===== config.mk =====
export PLATFORM = sky130hd
export DESIGN_NAME = ramb_top
export DESIGN_NICKNAME = d
export VERILOG_FILES = /design/src/ramb_pkg.sv /design/src/ramb_port_if.sv /design/src/ramb_inreg.sv /design/src/ramb_top.sv
export SDC_FILE = /design/constraint.sdc
export NUM_CORES = 1
export LEC_CHECK = 0
export BUFFER_PORTS_ARGS = -buffer_cell sky130_fd_sc_hd__clkbuf_2
export CORE_ASPECT_RATIO = 1.5
export CORE_MARGIN = 2
export CORE_UTILIZATION = 59
export CTS_CLUSTER_SIZE = 12
export DETAILED_ROUTE_END_ITERATION = 7
export GPL_TIMING_DRIVEN = 0
export PLACE_DENSITY_LB_ADDON = 0.12
export SLEW_MARGIN = 20
export SYNTH_ARGS = -nofsm -noshare
export SYNTH_HDL_FRONTEND = slang
export SYNTH_SLANG_ARGS = --single-unit
export TNS_END_PERCENT = 10

===== constraint.sdc =====
create_clock -name CLOCK -period 3.4 [get_ports CLOCK]
set_input_delay 0.34 -clock CLOCK [delete_from_list [all_inputs] [get_ports CLOCK]]
set_output_delay 0.34 -clock CLOCK [all_outputs]
set_load 0.02 [all_outputs]

===== src/ramb_pkg.sv =====
// ---------------------------------------------------------------------------
// Shared constants and helpers of the byte-masked embedded RAM.
// ---------------------------------------------------------------------------
package ramb_pkg;

  // The three block sizes of the family.
  typedef enum logic [1:0] {
    RAMB_SMALL  = 2'b00,
    RAMB_MEDIUM = 2'b01,
    RAMB_LARGE  = 2'b10
  } ramb_size_t;

  // Total storage bits of each size, parity bits included.
  localparam int SMALL_BITS = 576;
  localparam int SMALL_PARITY_BITS = 64;
  localparam int MEDIUM_BITS = 4608;
  localparam int LARGE_BITS = 589824;

  // Lane widths: a plain byte, or a byte with its parity bit.
  localparam int LANE_BITS = 8;
  localparam int PAR_LANE_BITS = 9;

  // Lane mask width of one port for each size.
  localparam int SMALL_MASK_W = 2;
  localparam int MEDIUM_MASK_W = 4;
  localparam int LARGE_MASK_W = 8;

  // Lane count when the two large-block masks are joined.
  localparam int WIDE_LANES = 16;
  localparam int WIDE_W8 = 128;
  localparam int WIDE_W9 = 144;

  // Reset values of the input registers and of the lane masks.
  localparam logic IN_CLEAR = 1'b0;
  localparam logic LANE_ON = 1'b1;

  // Total bits for a size.
  function automatic int total_bits(ramb_size_t s);
    return (s == RAMB_SMALL) ? SMALL_BITS :
           (s == RAMB_MEDIUM) ? MEDIUM_BITS : LARGE_BITS;
  endfunction

  // Lane mask width of one port for a size.
  function automatic int mask_w(ramb_size_t s);
    return (s == RAMB_SMALL) ? SMALL_MASK_W :
           (s == RAMB_MEDIUM) ? MEDIUM_MASK_W : LARGE_MASK_W;
  endfunction

  // Bits per lane: nine when the width carries parity bits.
  function automatic int lane_w(int w);
    return (w % PAR_LANE_BITS == 0) ? PAR_LANE_BITS : LANE_BITS;
  endfunction

  // Words of the given width; parity bits go unused at widths that are not multiples of nine.
  function automatic int depth(ramb_size_t s, int w);
    int t;
    t = total_bits(s);
    if (w % PAR_LANE_BITS != 0) begin
      t = t / PAR_LANE_BITS * LANE_BITS;
    end
    return t / w;
  endfunction

  // Widths that each size serves.
  function automatic bit width_ok(ramb_size_t s, int w);
    bit ok;
    ok = (w == 8) || (w == 9) || (w == 16) || (w == 18);
    if (s != RAMB_LARGE) begin
      ok = ok || (w == 1) || (w == 2) || (w == 4);
    end
    if (s != RAMB_SMALL) begin
      ok = ok || (w == 32) || (w == 36);
    end
    if (s == RAMB_LARGE) begin
      ok = ok || (w == 64) || (w == 72) || (w == WIDE_W8) || (w == WIDE_W9);
    end
    return ok;
  endfunction

endpackage


===== src/ramb_port_if.sv =====
`timescale 1ns/1ns
// ---------------------------------------------------------------------------
// Registered request of one port, from its input stage to the core.
// ---------------------------------------------------------------------------
interface ramb_port_if #(
  parameter int AW = 6,
  parameter int W = 18,
  parameter int MW = 2
);
  logic [AW-1:0] addr; // Registered address.
  logic [W-1:0] data; // Registered write data.
  logic wren; // Registered write strobe.
  logic [MW-1:0] lanes; // Registered lane mask.

  modport regs (output addr, output data, output wren, output lanes);
  modport core (input addr, input data, input wren, input lanes);
endinterface


===== src/ramb_inreg.sv =====
`timescale 1ns/1ns
// ---------------------------------------------------------------------------
// Input register stage of one port.
// ---------------------------------------------------------------------------
module ramb_inreg #(
  parameter int AW = 6,
  parameter int W = 18,
  parameter int MW = 2
) (
  input wire logic clk,
  input wire logic rst_n,
  input wire logic aclr,
  input wire logic [AW-1:0] addr_i,
  input wire logic [W-1:0] data_i,
  input wire logic wren_i,
  input wire logic [MW-1:0] lanes_i,
  ramb_port_if.regs p
);

  // Everything that the asynchronous clear reaches.
  typedef struct packed {
    logic [AW-1:0] addr;
    logic [W-1:0] data;
    logic wren;
  } ramb_in_t;

  ramb_in_t state_r; // Registered request.
  ramb_in_t state_nxt; // Its next value.
  logic [MW-1:0] lanes_r; // Lane mask register, outside the clear.

  // Next request: the pins, or cleared under the synchronous reset.
  always_comb begin
    state_nxt.addr = addr_i;
    state_nxt.data = data_i;
    state_nxt.wren = wren_i;
    if (!rst_n) begin
      state_nxt = '{default: ramb_pkg::IN_CLEAR};
    end
  end

  // The clear empties the stage at once; a pending write is dropped.
  always_ff @(posedge clk or posedge aclr) begin
    if (aclr) begin
      state_r <= '{default: ramb_pkg::IN_CLEAR};
    end else begin
      state_r <= state_nxt;
    end
  end

  // The mask has no clear, so it lives apart from the struct; the
  // synchronous reset loads it with all lanes enabled.
  always_ff @(posedge clk) begin
    if (!rst_n) begin
      lanes_r <= {MW{ramb_pkg::LANE_ON}};
    end else begin
      lanes_r <= lanes_i;
    end
  end

  assign p.addr = state_r.addr;
  assign p.data = state_r.data;
  assign p.wren = state_r.wren;
  assign p.lanes = lanes_r;

endmodule


===== src/ramb_top.sv =====
`timescale 1ns/1ns

// ---------------------------------------------------------------------------
// Byte-masked dual-port RAM.
// ---------------------------------------------------------------------------
module ramb_top #(
  parameter ramb_pkg::ramb_size_t SIZE = ramb_pkg::RAMB_SMALL,
  parameter int WIDTH = 18,
  parameter int MW = ramb_pkg::mask_w(SIZE),
  parameter int DEPTH = ramb_pkg::depth(SIZE, WIDTH),
  parameter int AW = $clog2(DEPTH)
) (
  input wire logic CLOCK,
  input wire logic RESETN,
  input wire logic ACLR_IN,
  input wire logic ACLR_OUT,
  input wire logic [AW-1:0] A_ADDR,
  input wire logic [WIDTH-1:0] A_DATA,
  input wire logic A_WREN,
  input wire logic [MW-1:0] A_LANES,
  output logic [WIDTH-1:0] A_Q,
  input wire logic [AW-1:0] B_ADDR,
  input wire logic [WIDTH-1:0] B_DATA,
  input wire logic B_WREN,
  input wire logic [MW-1:0] B_LANES,
  output logic [WIDTH-1:0] B_Q
);

  // ---------------------------------------------------------------------------
  // Geometry
  // ---------------------------------------------------------------------------

  // Bits per lane, eight or nine; the ninth is plain storage.
  localparam int LW = ramb_pkg::lane_w(WIDTH);
  // Joined-mask mode of the large block; port B then only reads.
  localparam bit WIDE = (SIZE == ramb_pkg::RAMB_LARGE) &&
    ((WIDTH == ramb_pkg::WIDE_W8) || (WIDTH == ramb_pkg::WIDE_W9));

  // Refuse widths, masks and depths that the block cannot serve.
  if (!ramb_pkg::width_ok(SIZE, WIDTH)) begin : g_bad_width
    $error("Data width not served by this block size.");
  end
  if (MW != ramb_pkg::mask_w(SIZE)) begin : g_bad_mask
    $error("Lane mask width does not match block size.");
  end
  if (DEPTH * WIDTH > ramb_pkg::total_bits(SIZE)) begin : g_bad_depth
    $error("Depth exceeds block capacity.");
  end

  // ---------------------------------------------------------------------------
  // Helpers
  // ---------------------------------------------------------------------------

  // Spreads a lane mask over the data bits. Below a byte, lane 0
  // covers the whole word; masking a nibble of a byte is impossible
  // by construction, which is why narrow users gate with the strobe.
  function automatic logic [WIDTH-1:0] bit_mask(input logic [15:0] lanes);
    logic [WIDTH-1:0] m;
    m = '0;
    for (int i = 0; i < WIDTH; i++) begin
      m[i] = (WIDTH < ramb_pkg::LANE_BITS) ? lanes[0] : lanes[i / LW];
    end
    return m;
  endfunction

  // Merges new data into the enabled lanes of an old word.
  function automatic logic [WIDTH-1:0] merge(
    input logic [WIDTH-1:0] old_w,
    input logic [WIDTH-1:0] new_w,
    input logic [WIDTH-1:0] m
  );
    return (new_w & m) | (old_w & ~m);
  endfunction

  // ---------------------------------------------------------------------------
  // Input registers of both ports
  // ---------------------------------------------------------------------------

  ramb_port_if #(.AW(AW), .W(WIDTH), .MW(MW)) pa ();
  ramb_port_if #(.AW(AW), .W(WIDTH), .MW(MW)) pb ();

  // Port A request stage.
  ramb_inreg #(.AW(AW), .W(WIDTH), .MW(MW)) u_in_a (
    .clk(CLOCK),
    .rst_n(RESETN),
    .aclr(ACLR_IN),
    .addr_i(A_ADDR),
    .data_i(A_DATA),
    .wren_i(A_WREN),
    .lanes_i(A_LANES),
    .p(pa)
  );

  // Port B request stage.
  ramb_inreg #(.AW(AW), .W(WIDTH), .MW(MW)) u_in_b (
    .clk(CLOCK),
    .rst_n(RESETN),
    .aclr(ACLR_IN),
    .addr_i(B_ADDR),
    .data_i(B_DATA),
    .wren_i(B_WREN),
    .lanes_i(B_LANES),
    .p(pb)
  );

  // ---------------------------------------------------------------------------
  // Lane selection
  // ---------------------------------------------------------------------------

  logic [15:0] lanes_a; // Effective lanes of port A.
  logic [15:0] lanes_b; // Effective lanes of port B.
  logic [WIDTH-1:0] bm_a; // Bit mask of port A.
  logic [WIDTH-1:0] bm_b; // Bit mask of port B.
  logic we_a; // Port A writes this cycle.
  logic we_b; // Port B writes this cycle.

  // In wide mode port B's mask supplies the upper eight lanes of the
  // single write port; otherwise each port uses its own mask.
  always_comb begin
    if (WIDE) begin
      lanes_a = 16'({pb.lanes, pa.lanes});
    end else begin
      lanes_a = 16'(pa.lanes);
    end
    lanes_b = 16'(pb.lanes);
    bm_a = bit_mask(lanes_a);
    bm_b = bit_mask(lanes_b);
  end

  // A write needs the registered strobe; the mask then picks lanes.
  assign we_a = pa.wren;
  assign we_b = pb.wren && !WIDE;

  // ---------------------------------------------------------------------------
  // Storage
  // ---------------------------------------------------------------------------

  // Every bit of the block; parity lanes only at widths that are multiples of nine.
  logic [WIDTH-1:0] mem [DEPTH];

  logic [WIDTH-1:0] word_a; // Stored word at port A's address.
  logic [WIDTH-1:0] word_b; // Stored word at port B's address.

  assign word_a = mem[pa.addr];
  assign word_b = mem[pb.addr];

  // Writes land on the edge after the request is registered. When
  // both ports write one address, port B is applied last; users must
  // keep such collisions apart, as the result is not defined.
  always_ff @(posedge CLOCK) begin
    if (we_a) begin
      mem[pa.addr] <= merge(word_a, pa.data, bm_a);
    end
    if (we_b) begin
      mem[pb.addr] <= merge(word_b, pb.data, bm_b);
    end
  end

  // ---------------------------------------------------------------------------
  // Read path and output registers
  // ---------------------------------------------------------------------------

  // Output register contents.
  typedef struct packed {
    logic [WIDTH-1:0] q_a;
    logic [WIDTH-1:0] q_b;
  } ramb_out_t;

  ramb_out_t out_r; // Output registers.
  ramb_out_t out_nxt; // Their next value.
  logic [WIDTH-1:0] rd_a; // Word read by port A.
  logic [WIDTH-1:0] rd_b; // Word read by port B.

  // A port writing its own address reads its merged word; enabled
  // lanes carry the new data and masked lanes the stored, which is a
  // legal choice for their don't-care value. The other port reads
  // the array before the edge, so it sees the old data.
  always_comb begin
    rd_a = we_a ? merge(word_a, pa.data, bm_a) : word_a;
    rd_b = we_b ? merge(word_b, pb.data, bm_b) : word_b;
    out_nxt.q_a = rd_a;
    out_nxt.q_b = rd_b;
    if (!RESETN) begin
      out_nxt = '0;
    end
  end

  // The output clear is asynchronous, so outputs drop at once.
  always_ff @(posedge CLOCK or posedge ACLR_OUT) begin
    if (ACLR_OUT) begin
      out_r <= '0;
    end else begin
      out_r <= out_nxt;
    end
  end

  // Cleared input registers reach the outputs only through this
  // register, so their effect appears at the next edge.
  assign A_Q = out_r.q_a;
  assign B_Q = out_r.q_b;

  logic [WIDTH-1:0] m0; // Bit mask of lane 0 alone.
  assign m0 = bit_mask(16'h0001);
endmodule


==> results list <==
- Across all setup checks in the final design, the least slack found is -155 ps.
- Total congestion overflow: 0
* Fraction of the mapped netlist area in adder cells: 0
* Area Overhead vs Synth: 14.8%
- Register-to-register setup slack: -160 ps
- The count of nets left with antenna violations once routing finished came out at 0.
- For this run, the total global-route usage over all layers was measured as 0.453.
- After synthesis, the largest family of logic cells by area is multiplexers.
- STA classifies the critical path endpoint as a register.
* Slew @ Worst Pin: between 1000 and 1500 ps
* Worst min path class: in -> reg
* Async set-reset flop share out of synthesis: 0.127
- Biggest fanout along the worst timing path: 10
- Clock tree synthesis inserted a total of 70 buffers.
- STA classifies the critical path startpoint as a register.
- After clock tree synthesis, the clock-pin slew on the worst setup and hold paths is ~60 ps.
- In this run, synthesis produced a sequential element count of between 600 and 700.
* Placed instance area: about 42,000 µm²
- Cell type of the slowest stage on the worst timing path: or4_1
* Number of hold-slack violations in the final timing report: 0
* Proportion of synthesized area in mux cells: 0.295
* Fin crit period: around 3600 ps
* Post-detail-place hpwl: about 120 mm
- Warning count from the yosys run: 0
- Of the post-synthesis cell area, the dominant cell type holds 0.442.
- Core area: about 66,000 µm²
- For this run, the slowest stage of the critical path takes 540 ps.
- Summed over all instances, the cell type with the most area after synthesis is edfxtp_1.
* Compound-gate portion of the synthesized area: 0.0801
- Static timing analysis puts the maximum clock frequency at 0.281 GHz.
- RSZ-0062 raised after global routing: true
- After routing the design area is roughly 45,000 µm².
- Port buffering added 91 buffers.
- Floorplan die area: between 60,000 and 70,000 µm²
* Total Power Consumption: between 15 and 20 mW
- TritonCTS built the clock tree.
* Worst Path Class, Setup: reg -> reg
- Synthesized Nets: between 2,000 and 3,000
* Die Span X: between 200 and 250 µm
- Number of global-route vias before repair: around 29,000
* # H-tree levels: 3
* Effective utilization at floorplan: 0.596
- In this run the clock root is driven by a clkbuf_16.
- The checks that failed: setup timing.
* Detailed-route via count: ~30,000
- Post-synth top flop: edfxtp_1
- Average wire per standard cell: 39.1 µm
* Number of standard-cell rows in the floorplan: 115
- The pre-antenna-repair detailed-routing pass consisted of 6 iterations.
- Of the available clock period, the critical path in the final layout requires 1.05.
- Sorting the synthesized cells by how often they occur yields mux2i_1, edfxtp_1, o22ai_1.
* Data arrival time of the worst path: between 3000 and 4000 ps
- After detailed routing, the number of vias per cell comes to 7.27.
- Top post-synthesis cells by area: edfxtp_1, mux2i_1, dfrtp_1
* Clock latency on the worst-skew pair: approximately 640 ps
- For this design the ratio of total power to cell area is around 440 nW/µm².
- Wire length of the first global-routing pass: roughly 220 mm
- The number of antenna violations at the first check in global routing came to 8.
- Ports placed on the boundary: 92
* Height of the chip: between 300 and 400 µm
- In this run the most critical hold path is launched from RESETN.
* Post-Syn Area: approximately 40,000 µm²
* RR Startpoint: u_in_a.p.addr[1]
- Result of the run: complete, but fails checks
* Relative max-transition margin: 0.242
- Max Cap Viol: 0
- Of the cells placed in the final design, the portion with a size suffix greater than 1 is 0.228.
- Xor/xnor share of the synthesized area: 0
- Summed over all failing endpoints, the final setup total negative slack is -22,310 ps.
* Detailed Route WL: about 160 mm
- Critical R2R Capture: mem[19][6]
- Number of synthesized flops with an enable pin: 576
- Drt initial violations: 4,539
- Post-Synth Simple-Gate Area: 0.0583
- Clock sink count: 664
- Average cell area after synthesis: ~14 µm²
- For this run, design rule violations remaining after detail routing come to 0.
* Data required time of the critical path: approximately 3800 ps
- Setup violations, final: 390
* Number of buffers between clock root and the deepest sink: 3
- Leakage power summed over all cells: around 15 nW
- Entering global routing, the biggest net connects 37 pins.
* Post-synthesis instance total: 2,852
* Min-Delay Path Depth: 3
- Number of pins exceeding their max-slew limit in the final report: 0
* End point of the most critical hold path: B_Q[1]
- Share of synthesized area occupied by flip-flops and latches: 0.498
- mux2i_1 is the most common cell in the netlist.
* Nets: 3,168
- At the end of routability-driven placement, the weighted congestion stood at 1.07.
- The signal on the critical path passes through buf_2 -> buf_6 -> buf_4 -> mux2i_1 -> o22ai_1 -> or4_1 -> o31ai_4 -> buf_6 -> mux2i_1.
- At the end of the flow the core is filled with cells to 0.684.
* Final clock skew: approximately 29 ps
- Counting distinct cell types in the post-synthesis netlist gives 41.
- Worst ir drop on vdd: between 0.0004 and 0.0005 V
- R2r worst-path depth: 9
## state kept, by name, indices dropped and copies added (netlist names)
register        count
u_in_b.p.wren       1
A_Q                18
u_in_a.p.lanes      2
u_in_a.p.wren       1
B_Q                18
u_in_b.p.addr       5
u_in_b.p.lanes      2
u_in_a.p.addr       5
u_in_b.p.data      18
mem               576
u_in_a.p.data      18
## critical path, delay by kind of cell, from the launching register on
| kind | cells | cell delay [ps] |
|---|---|---|
| compound gates | 2 | 730 |
| flops | 1 | 330 |
| mux | 2 | 630 |
| buf+inv | 4 | 990 |
| simple gates | 1 | 540 |
## area by class of cell
type / count / area, µm²
diodes: 5 / 12.5
plain buffers: 313 / 2700
clock buffers: 101 / 1970
clock inverters: 13 / 68.8
fillers: 4677 / 20700
inverters: 3 / 11.3
multi-input cells: 1872 / 17600
flip-flops and latches: 664 / 19500
well taps: 877 / 1100
repair buffers: 188 / 1920
## metrics by stage
step	hold WS (ps)	worst slack, ps	std cells
after floorplan	413	551	2852
after global placement	526	-1620	3820
after detailed placement	384	-364	3853
after CTS	181	-39.0	4027
after global routing	243	-77.3	4033
final	225	-155	4036
## kinds of logic after synthesis
group | Yosys count
and+or+nand+nor | 292
buffers and inverters | 316
DFF | 664
AOI/OAI and AO/OA | 428
muxes | 1152
## placed cells by master (no fill, tap or decap), types with 11 or more instances in the layout
master / n
o21ai_0: 36
or4_4: 52
clkbuf_2: 92
edfxtp_1: 576
a21oi_1: 36
nand4bb_1: 11
o31ai_4: 36
or4_1: 22
nor2_2: 22
mux2i_1: 1113
buf_4: 50
mux2i_2: 29
o22ai_1: 287
buf_6: 165
clkbuf_1: 42
nand3_1: 39
buf_2: 77
dlygate4sd3_1: 56
buf_16: 25
nand2b_1: 42
clkbuf_16: 72
o22ai_4: 27
dfrtp_1: 84
and2_1: 48
## power by group
group	leakage, nW	switching [mW]	internal (mW)	total (mW)
Combinational	7.61	2.11	1.23	3.34
Sequential	6.33	0.0932	9.11	9.20
Clock	1.00	3.35	4.01	7.36
## routing by layer
layer  part of all wire  global-route usage  vias to the layer above
met2               0.44               0.695                     2471
met1               0.36               0.575                    14600
met5            0.00025                   0                        -
met3               0.14               0.141                      541
li1                   -                   -                    11700
met4              0.061               0.244                        6
## repair_timing
item / CTS / global route
setup endpoints to repair: 710 / 497
hold buffers: 56 / 0
pin swaps: 1 / 5
endpoints found under the hold margin: 110 / 0
resized for setup: 26 / 46
setup buffers: 4 / 4
## worst max-delay path by stage
stage / start / to / slack (ps) / cells after the start
6_report: u_in_a.p.addr[1] / mem[19][6] / -160 / 9
5_1_grt: u_in_a.p.addr[1] / mem[18][7] / -80 / 9
4_1_cts: u_in_b.p.addr[1] / mem[30][1] / -40 / 9
3_5_place_dp: u_in_a.p.addr[1] / mem[6][8] / -360 / 6
3_3_place_gp: u_in_a.p.addr[1] / mem[6][13] / -1620 / 5
2_1_floorplan: u_in_b.p.addr[1] / mem[24][0] / 550 / 9
No activity file was read; power rests on OpenSTA's default activity.
